===== config.mk =====
export PLATFORM = sky130hd
export DESIGN_NAME = mtsp_tx_path
export DESIGN_NICKNAME = d
export VERILOG_FILES = /design/src/rtl/mtsp_pkg.sv /design/src/rtl/mtsp_tx_path.sv /design/src/rtl/mtsp_fsk_gen.sv
export SDC_FILE = /design/constraint.sdc
export NUM_CORES = 1
export LEC_CHECK = 0
export ABC_AREA = 1
export BUFFER_PORTS_ARGS = -buffer_cell sky130_fd_sc_hd__buf_2
export CORE_ASPECT_RATIO = 1.25
export CORE_MARGIN = 3
export CORE_UTILIZATION = 60
export DETAILED_ROUTE_END_ITERATION = 10
export GPL_ROUTABILITY_DRIVEN = 1
export GPL_TIMING_DRIVEN = 0
export HOLD_SLACK_MARGIN = 0.15
export PLACE_DENSITY = 0.78
export SLEW_MARGIN = 30
export SYNTH_ARGS = -nofsm -noshare
export SYNTH_HDL_FRONTEND = slang
export SYNTH_SLANG_ARGS = --single-unit

===== constraint.sdc =====
create_clock -name mclk_i -period 8.2 [get_ports mclk_i]
set_input_delay 0.82 -clock mclk_i [delete_from_list [all_inputs] [get_ports mclk_i]]
set_output_delay 0.82 -clock mclk_i [all_outputs]
set_load 0.05 [all_outputs]

===== src/rtl/mtsp_pkg.sv =====
/*
  Shared constants and types of the modem transmit symbol path.
  Assumes a 50 MHz master clock and an 8-bit register port.
*/
package mtsp_pkg;

  // Timing
  localparam int unsigned CLK_HZ     = 50_000_000;
  localparam int unsigned RATE_HI_HZ = 2400;
  localparam int unsigned RATE_LO_HZ = 1200;
  localparam int unsigned BIT_CYC_HI = CLK_HZ / RATE_HI_HZ;
  localparam int unsigned BIT_CYC_LO = CLK_HZ / RATE_LO_HZ;
  localparam int unsigned CHAR_BITS  = 8;

  // Register offsets
  localparam logic [3:0] ADDR_CTRL  = 4'h0;
  localparam logic [3:0] ADDR_LEVEL = 4'h1;
  localparam logic [3:0] ADDR_STAT  = 4'h2;
  localparam logic [3:0] ADDR_INS   = 4'h3;
  localparam logic [3:0] ADDR_DEL   = 4'h4;

  // Reset values
  localparam logic [7:0] CTRL_RST  = 8'h00;
  localparam logic [3:0] ATTEN_RST = 4'h0;
  localparam logic [1:0] LINE_IDLE = 2'h3;

  // Point used for every 1200 bps symbol
  localparam logic [1:0] PT_1200 = 2'h1;

  // Tone synthesiser
  localparam int unsigned ACC_W = 24;
  localparam int unsigned BELL_OM = 1270, BELL_OS = 1070;
  localparam int unsigned BELL_AM = 2225, BELL_AS = 2025;
  localparam int unsigned V21_OM  = 980,  V21_OS  = 1180;
  localparam int unsigned V21_AM  = 1650, V21_AS  = 1850;
  localparam int unsigned V23_OM  = 390,  V23_OS  = 450;
  localparam int unsigned V23_AM  = 1300, V23_AS  = 2100;

  typedef enum logic [1:0] {SPD_FSK, SPD_1200, SPD_2400} mtsp_spd_e;
  typedef enum logic [1:0] {STD_BELL, STD_V21, STD_V23} mtsp_std_e;

  typedef struct packed {
    logic [1:0] rsvd;
    mtsp_std_e  std;
    logic       notch;
    logic       answer;
    mtsp_spd_e  spd;
  } mtsp_ctrl_s;

  typedef struct packed {
    logic [1:0] rsvd;
    logic       ovr;
    logic       hold;
    logic [1:0] point;
    logic [1:0] quad;
  } mtsp_stat_s;

  typedef struct packed {
    logic [1:0] quad;
    logic [1:0] point;
  } mtsp_sym_s;

  typedef struct packed {
    logic       tx_hi;
    logic       rx_hi;
    logic       notch_1800;
    logic       fsk_en;
    logic [3:0] atten;
  } mtsp_route_s;

  // Rounded phase step for a tone at the master clock rate
  function automatic logic [ACC_W-1:0] fsk_inc(input int unsigned hz);
    longint unsigned v;
    v = (longint'(hz) * (64'd1 << ACC_W) + longint'(CLK_HZ / 2)) / longint'(CLK_HZ);
    return v[ACC_W-1:0];
  endfunction

endpackage


===== src/rtl/mtsp_tx_path.sv =====
/*
  Transmit symbol path: async-to-sync rate converter, scrambler,
  differential quadrant encoder, band routing and FSK tone source.
  Assumes txd_i is an asynchronous pin and the register master
  is on mclk_i; the analog filters take the route outputs.
*/
// The placing of the registers and the plain strobed port were chosen for this implementation.
`timescale 1ns/1ps
module mtsp_tx_path
  import mtsp_pkg::*;
#(
  parameter int unsigned BIT_CYC_HI_P = BIT_CYC_HI, // clocks per bit, 2400
  parameter int unsigned BIT_CYC_LO_P = BIT_CYC_LO  // clocks per bit, 1200
) (
  input  wire logic       mclk_i,      // master clock
  input  wire logic       sys_rst_i,   // async reset, high
  input  wire logic [3:0] addr_i,      // register address
  input  wire logic [7:0] wdata_i,     // write data
  input  wire logic       wr_i,        // write strobe
  input  wire logic       rd_i,        // read strobe
  output logic [7:0]      rdata_o,     // read data, next cycle
  input  wire logic       txd_i,       // async serial data
  output logic            sync_bit_o,  // converter output bit
  output mtsp_sym_s       sym_o,       // symbol to modulator
  output logic            sym_stb_o,   // new symbol pulse
  output mtsp_route_s     route_o,     // filter and level setup
  output logic [7:0]      fsk_phase_o, // tone phase
  output logic            fsk_tone_o   // square tone
);

  typedef enum logic [1:0] {RX_IDLE, RX_START, RX_DATA, RX_STOP} mtsp_rx_e;
  typedef enum logic [1:0] {TX_STOP, TX_START, TX_DATA} mtsp_tx_e;

  typedef struct packed {
    logic [1:0]  sync;
    mtsp_ctrl_s  ctrl;
    logic [3:0]  atten;
    logic        ovr;
    logic [7:0]  rdata;
    mtsp_rx_e    rx_st;
    logic [15:0] rx_cnt;
    logic [3:0]  rx_n;
    logic [7:0]  rx_sh;
    logic [7:0]  hold;
    logic        hold_vld;
    logic [15:0] tick_cnt;
    mtsp_tx_e    tx_st;
    logic [3:0]  tx_n;
    logic [7:0]  tx_sh;
    logic        tx_bit;
    logic [16:0] scr;
    logic [1:0]  grp;
    mtsp_sym_s   sym;
    logic        stb;
    logic [7:0]  ins_cnt;
    logic [7:0]  del_cnt;
  } mtsp_st_s;

  mtsp_st_s q, d;

  ////////////////////////////////////////////////////////////////////
  // Decoding

  function automatic logic is_psk(input mtsp_spd_e s);
    return (s == SPD_1200) || (s == SPD_2400);
  endfunction

  // Quarter turns for a dibit, first bit in time on the left
  function automatic logic [1:0] dq_f(input logic [1:0] dib);
    unique case (dib)
      2'b00:   return 2'h1;
      2'b01:   return 2'h0;
      2'b11:   return 2'h3;
      default: return 2'h2;
    endcase
  endfunction

  logic        line;
  logic        psk;
  logic        hi;
  logic [15:0] per_m1;
  logic [15:0] half;
  logic        tick;
  logic        obit;
  logic        sbit;
  logic [16:0] scr_n;
  logic [1:0]  need;
  logic [1:0]  dib;
  logic        emit;
  logic        last;
  mtsp_ctrl_s  wctrl;
  mtsp_stat_s  wstat;

  assign line   = q.sync[1];
  assign psk    = is_psk(q.ctrl.spd);
  assign hi     = (q.ctrl.spd == SPD_2400);
  assign per_m1 = hi ? 16'(BIT_CYC_HI_P - 1) : 16'(BIT_CYC_LO_P - 1);
  assign half   = hi ? 16'(BIT_CYC_HI_P / 2) : 16'(BIT_CYC_LO_P / 2);
  // Fixed output rate from the master clock alone
  assign tick   = (q.tick_cnt >= per_m1);

  assign obit = (q.tx_st == TX_STOP)  ? 1'b1 :
                (q.tx_st == TX_START) ? 1'b0 : q.tx_sh[0];
  assign sbit  = obit ^ q.scr[13] ^ q.scr[16];
  assign scr_n = {q.scr[15:0], sbit};

  // Newest bit sits in stage one, so the older stage comes first
  assign need = hi ? 2'h3 : 2'h1;
  assign dib  = hi ? scr_n[3:2] : scr_n[1:0];
  assign emit = tick && psk && (q.grp == need);
  assign last = (q.tx_n == 4'(CHAR_BITS - 1));
  assign wctrl = mtsp_ctrl_s'(wdata_i);
  assign wstat = mtsp_stat_s'(wdata_i);

  ////////////////////////////////////////////////////////////////////
  // Next state

  always_comb begin
    logic take;
    logic rx_done;
    logic [7:0] rd_v;
    take    = 1'b0;
    rx_done = 1'b0;
    rd_v    = 8'h00;
    d       = q;
    d.sync  = {q.sync[0], txd_i};
    d.stb   = 1'b0;
    d.rdata = 8'h00;

    if (wr_i) begin
      case (addr_i)
        ADDR_CTRL:  d.ctrl = mtsp_ctrl_s'({2'h0, wdata_i[5:0]});
        ADDR_LEVEL: d.atten = wdata_i[3:0];
        ADDR_STAT:  if (wstat.ovr) d.ovr = 1'b0;
        default:    ;
      endcase
    end

    if (rd_i) begin
      case (addr_i)
        ADDR_CTRL:  rd_v = q.ctrl;
        ADDR_LEVEL: rd_v = {4'h0, q.atten};
        ADDR_STAT:  rd_v = {2'h0, q.ovr, q.hold_vld, q.sym.point, q.sym.quad};
        ADDR_INS:   rd_v = q.ins_cnt;
        ADDR_DEL:   rd_v = q.del_cnt;
        default:    rd_v = 8'h00;
      endcase
      d.rdata = rd_v;
    end

    // Async receiver: each start edge re-times, which absorbs the
    // input rate error over one character
    if (q.rx_cnt != 16'h0) begin
      d.rx_cnt = 16'(q.rx_cnt - 16'h1);
    end
    unique case (q.rx_st)
      RX_IDLE: begin
        if (!line) begin
          d.rx_st  = RX_START;
          d.rx_cnt = half;
        end
      end
      RX_START: begin
        if (q.rx_cnt == 16'h0) begin
          if (line) begin
            d.rx_st = RX_IDLE;
          end else begin
            d.rx_st  = RX_DATA;
            d.rx_cnt = per_m1;
            d.rx_n   = 4'h0;
          end
        end
      end
      RX_DATA: begin
        if (q.rx_cnt == 16'h0) begin
          d.rx_sh  = {line, q.rx_sh[7:1]};
          d.rx_cnt = per_m1;
          if (q.rx_n == 4'(CHAR_BITS - 1)) begin
            d.rx_st = RX_STOP;
          end else begin
            d.rx_n = 4'(q.rx_n + 4'h1);
          end
        end
      end
      RX_STOP: begin
        if (q.rx_cnt == 16'h0) begin
          d.rx_st = RX_IDLE;
          rx_done = line;
        end
      end
    endcase

    // Fixed-rate side
    d.tick_cnt = tick ? 16'h0 : 16'(q.tick_cnt + 16'h1);
    if (tick && psk) begin
      d.tx_bit = obit;
      unique case (q.tx_st)
        TX_STOP: begin
          if (q.hold_vld) begin
            take = 1'b1;
          end else begin
            d.ins_cnt = 8'(q.ins_cnt + 8'h1);
          end
        end
        TX_START: begin
          d.tx_st = TX_DATA;
          d.tx_n  = 4'h0;
        end
        TX_DATA: begin
          d.tx_sh = {1'b0, q.tx_sh[7:1]};
          if (!last) begin
            d.tx_n = 4'(q.tx_n + 4'h1);
          end else if (q.hold_vld && (q.rx_st != RX_IDLE)) begin
            // Next character waiting and another one already
            // arriving: skip this stop bit to catch up
            take      = 1'b1;
            d.del_cnt = 8'(q.del_cnt + 8'h1);
          end else begin
            d.tx_st = TX_STOP;
          end
        end
      endcase
      if (take) begin
        d.tx_st    = TX_START;
        d.tx_sh    = q.hold;
        d.hold_vld = 1'b0;
      end

      d.scr = scr_n;
      if (emit) begin
        d.grp      = 2'h0;
        d.stb      = 1'b1;
        d.sym.quad = 2'(q.sym.quad + dq_f(dib));
        d.sym.point = hi ? scr_n[1:0] : PT_1200;
      end else begin
        d.grp = 2'(q.grp + 2'h1);
      end
    end

    // A new character wins over the slot just freed
    if (rx_done) begin
      if (d.hold_vld) begin
        d.ovr = 1'b1;
      end else begin
        d.hold     = q.rx_sh;
        d.hold_vld = 1'b1;
      end
    end
  end

  always_ff @(posedge mclk_i or posedge sys_rst_i) begin
    if (sys_rst_i) begin
      q       <= '0;
      q.sync  <= LINE_IDLE;
      q.ctrl  <= mtsp_ctrl_s'(CTRL_RST);
      q.atten <= ATTEN_RST;
    end else begin
      q <= d;
    end
  end

  ////////////////////////////////////////////////////////////////////
  // Outputs

  assign rdata_o    = q.rdata;
  assign sync_bit_o = q.tx_bit;
  assign sym_o      = q.sym;
  assign sym_stb_o  = q.stb;

  always_comb begin
    route_o.tx_hi      = q.ctrl.answer;
    route_o.rx_hi      = !q.ctrl.answer;
    route_o.notch_1800 = q.ctrl.notch;
    route_o.fsk_en     = !psk;
    route_o.atten      = q.atten;
  end

  mtsp_fsk_gen u_fsk (
    .mclk_i    (mclk_i),
    .sys_rst_i (sys_rst_i),
    .en_i      (!psk),
    .std_i     (q.ctrl.std),
    .answer_i  (q.ctrl.answer),
    .mark_i    (line),
    .phase_o   (fsk_phase_o),
    .tone_o    (fsk_tone_o)
  );
endmodule


===== src/rtl/mtsp_fsk_gen.sv =====
/*
  Phase-continuous tone synthesiser for the low-speed modes.
  Assumes mark_i is already synchronous to mclk_i.
*/
`timescale 1ns/1ps
module mtsp_fsk_gen
  import mtsp_pkg::*;
(
  input  wire logic       mclk_i,    // master clock
  input  wire logic       sys_rst_i, // async reset, high
  input  wire logic       en_i,      // low-speed mode active
  input  mtsp_std_e       std_i,     // tone set
  input  wire logic       answer_i,  // answer side tones
  input  wire logic       mark_i,    // data level
  output logic [7:0]      phase_o,   // phase, top bits
  output logic            tone_o     // square tone
);

  typedef struct packed {
    logic [ACC_W-1:0] acc;
  } mtsp_fsk_st_s;

  mtsp_fsk_st_s q, d;
  logic [ACC_W-1:0] inc;

  always_comb begin
    unique case ({answer_i, mark_i})
      2'b00:   inc = (std_i == STD_V21) ? fsk_inc(V21_OS) :
                     (std_i == STD_V23) ? fsk_inc(V23_OS) : fsk_inc(BELL_OS);
      2'b01:   inc = (std_i == STD_V21) ? fsk_inc(V21_OM) :
                     (std_i == STD_V23) ? fsk_inc(V23_OM) : fsk_inc(BELL_OM);
      2'b10:   inc = (std_i == STD_V21) ? fsk_inc(V21_AS) :
                     (std_i == STD_V23) ? fsk_inc(V23_AS) : fsk_inc(BELL_AS);
      default: inc = (std_i == STD_V21) ? fsk_inc(V21_AM) :
                     (std_i == STD_V23) ? fsk_inc(V23_AM) : fsk_inc(BELL_AM);
    endcase
  end

  // Only the step changes on a data edge, so the phase never jumps while en_i is high
  always_comb begin
    d = q;
    if (en_i) begin
      d.acc = q.acc + inc;
    end else begin
      d.acc = '0;
    end
  end

  always_ff @(posedge mclk_i or posedge sys_rst_i) begin
    if (sys_rst_i) begin
      q <= '0;
    end else begin
      q <= d;
    end
  end

  assign phase_o = q.acc[ACC_W-1 -: 8];
  assign tone_o  = q.acc[ACC_W-1];

endmodule


==> results.json <==
{
  "outcome": "completed",
  "wire_per_inst_um": 14.27,
  "grt_max_degree": 95,
  "syn_nets": 1165,
  "swShare_pct": 35.37,
  "drv_cap": 0,
  "cts_max_path_buffers": 2,
  "post-place-ws_ns": 4.777,
  "num-fill-cells": 1208,
  "power_mw": 2.525,
  "drtAntennaViolNets": 0,
  "grt_pass1_vias": 7387,
  "holdPathStages": 0,
  "met3_usage_pct": 5.274,
  "fin_worst_skew_ns": 0.007303,
  "p_per_area_mw_per_mm2": 252.7,
  "place_area_mm2": 0.009370,
  "grt.overflow.total": 0,
  "fmax_mhz": 293.1,
  "end_kind": "flip-flop",
  "avgSynthCellArea_um2": 7.964,
  "crit_fanout": 10,
  "antenna_found_initial": 0,
  "r2r_cells": 15,
  "setup_ws_ns": 4.788,
  "die_x_um": 114.9,
  "layout_commonest_cell": "nand2_1",
  "vias": 7498,
  "synth_seq_cells": 155,
  "ys_seq_area_share_pct": 43.67,
  "clock_latency_ns": 0.43,
  "ios": 48,
  "dp.final_hpwl_um": 14080,
  "postCtsHoldBufs": 0,
  "p_leak_nw": 5.030,
  "critPathRequiredTime_ns": 8.51,
  "p_int_mw": 1.632,
  "fin_nets": 1230,
  "fin_hold_ws_ns": 0.3600,
  "post-route-drc-count": 0,
  "combinationalPowerShare_pct": 30.6,
  "tightestPinTransition_ns": 0.5432,
  "first_iter_violations": 502,
  "vias_per_cell": 5.469,
  "critPathLaunchType": "flip-flop",
  "met2_usage_pct": 43.93,
  "layout-drive-gt1-share_pct": 13.91,
  "fin_crit_ns": 3.412,
  "place.port_buffers": 45,
  "cts_root_buf": "clkbuf_16",
  "cp_data_arrival_time_ns": 3.72,
  "p_clk_share_pct": 32.8,
  "syn-cell-area_mm2": 0.008887,
  "core-area_mm2": 0.01447,
  "synth_warnings": 0,
  "area.growth.synth_to_final_pct": 12.43,
  "wirelength_um": 19570,
  "tns_ns": 0,
  "worstSetupPathType": "reg -> reg",
  "busiest_layer": "met2",
  "setup_violations": 0,
  "gp_congestion": 0.8696,
  "fp.dieH_um": 142.1,
  "rsz0062_at_grt": "false",
  "grt_pass1_wl_um": 32690,
  "drt-pass1-iter-count": 5,
  "switching_power_uw": 893.2,
  "die_area_mm2": 0.01632,
  "slew_headroom_pct": 63.78,
  "vdd.ir_drop.worst_mv": 0.1759,
  "rows": 49,
  "diodes": 0,
  "cts_tree": "built",
  "cts_sinks": 155,
  "hold_class": "reg -> reg",
  "design_area_mm2": 0.009992,
  "ctsHtreeMaxLevel": 4,
  "synthCells": 1116,
  "synth_cell_types": 55,
  "period_share_pct": 41.61,
  "cts_resized": 0,
  "numCtsBuffers": 17,
  "clkTransAtPathRegs_ns": 0.06,
  "drv_slew": 0,
  "pwr-share-seq_pct": 36.5,
  "use_met1_pct": 29.15,
  "mostFrequentLayoutCells": "nand2_1, dfrtp_1, nor2_1",
  "hold_viol_final": 0,
  "gr-usage-all-layers_pct": 24.78,
  "cts_setup_buffers": 0,
  "start_util_pct": 61.42
}
## synthesized netlist by cell type (all sizes together)
| cell | n | area (um^2) |
|---|---|---|
| nand3 | 64 | 337.8 |
| nor3 | 20 | 122.6 |
| dfrtp | 153 | 3829 |
| o221ai | 1 | 8.760 |
| mux2i | 7 | 70.07 |
| clkinv | 1 | 3.750 |
| dfstp | 2 | 52.55 |
| o21ai | 91 | 459.2 |
| o22ai | 14 | 87.58 |
| a31oi | 1 | 6.260 |
| nand4 | 13 | 96.34 |
| buf | 38 | 284.0 |
| a221oi | 2 | 17.52 |
| a21oi | 32 | 163.9 |
| ha | 31 | 387.9 |
| nand2 | 283 | 1116 |
| xnor2 | 8 | 70.07 |
| a21o | 2 | 15.01 |
| nor2 | 138 | 585.6 |
| xor2 | 28 | 245.2 |
| nor3b | 9 | 67.56 |
| or2 | 6 | 37.54 |
| a311oi | 6 | 52.55 |
| nand3b | 3 | 22.52 |
| fa | 1 | 20.02 |
| inv | 130 | 490.5 |
| clkbuf | 7 | 26.28 |
| nor4 | 4 | 25.02 |
| mux2 | 7 | 78.83 |
| o21a | 3 | 22.52 |
| a21boi | 1 | 7.510 |
| o21bai | 1 | 7.510 |
| a211oi | 1 | 7.510 |
| o31ai | 2 | 15.01 |
| and2 | 2 | 12.51 |
| o211ai | 4 | 35.03 |
## power by group through the flow
| stage | registers, mW | clock network (mW) | logic, mW |
|---|---|---|---|
| after floorplan | 0.914 | 0 | 0.599 |
| after global placement | 0.931 | 0 | 0.735 |
| after detailed placement | 0.932 | 0 | 0.756 |
| after CTS | 0.921 | 0.836 | 0.767 |
| after global routing | 0.931 | 0.872 | 0.866 |
| final | 0.922 | 0.829 | 0.774 |
## critical path, stage by stage (launching register included)
cell and delay (ns):
dfrtp_1 0.38, inv_1 0.08, ha_1 0.36, clkbuf_1 0.40
inv_1 0.36, ha_1 0.38, nand2_1 0.06, nor2_1 0.18
nand2_1 0.08, nor2_1 0.14, nand2_1 0.11, nand3_4 0.21
o211ai_2 0.17, buf_2 0.22, nand2_1 0.08, o21ai_0 0.07
## cells by family after synthesis
logic type	synth area share [%]
AOI/OAI and AO/OA	10.19
xor gates and xnor gates	3.548
adders and majority gates	4.590
buffers and inverters	9.052
DFF	43.67
muxes	1.675
and+or+nand+nor	27.27
## state kept, by name, summed over array words and instances, names as in the netlist
signal      count
u_fsk.q        24
d               1
rdata_o         8
q             109
sym_stb_o       1
line            1
sym_o           4
sync_bit_o      1
route_o         6
## metrics by stage
stage	instances	util [%]
after CTS	1371	69.06
after global placement	1339	64.52
after floorplan	1116	-
after global routing	1371	69.06
after detailed placement	1340	64.76
final	1371	69.06
## per-layer routing
metal | share of wire (%) | vias up
met1 | 41 | 3549
met5 | 0 | -
li1 | - | 3725
met4 | 2.5 | 0
met2 | 52 | 179
met3 | 4.0 | 45
## worst paths after layout
check,startpoint,endpoint,slack (ns)
min reg2reg,d[132],line,0.36
max in group asynchronous,sys_rst_i,q[5],6.99
min in group asynchronous,sys_rst_i,q[106],0.42
min,d[132],line,0.36
max reg2reg,q[123],q[47],4.79
max,q[123],q[47],4.79
## final cells by class
type,instances,area (um^2),area share [%]
Buffer,45,310.3,3.105
Clock buffer,24,511.7,5.121
Clock inverter,7,110.1,1.102
Inverter,131,501.7,5.021
Multi-Input combinational cell,785,4202,42.05
Sequential cell,155,3881,38.84
Tap cell,178,222.7,2.229
Timing Repair Buffer,46,252.7,2.529
Note: power is estimated with default switching activity, not from simulation.
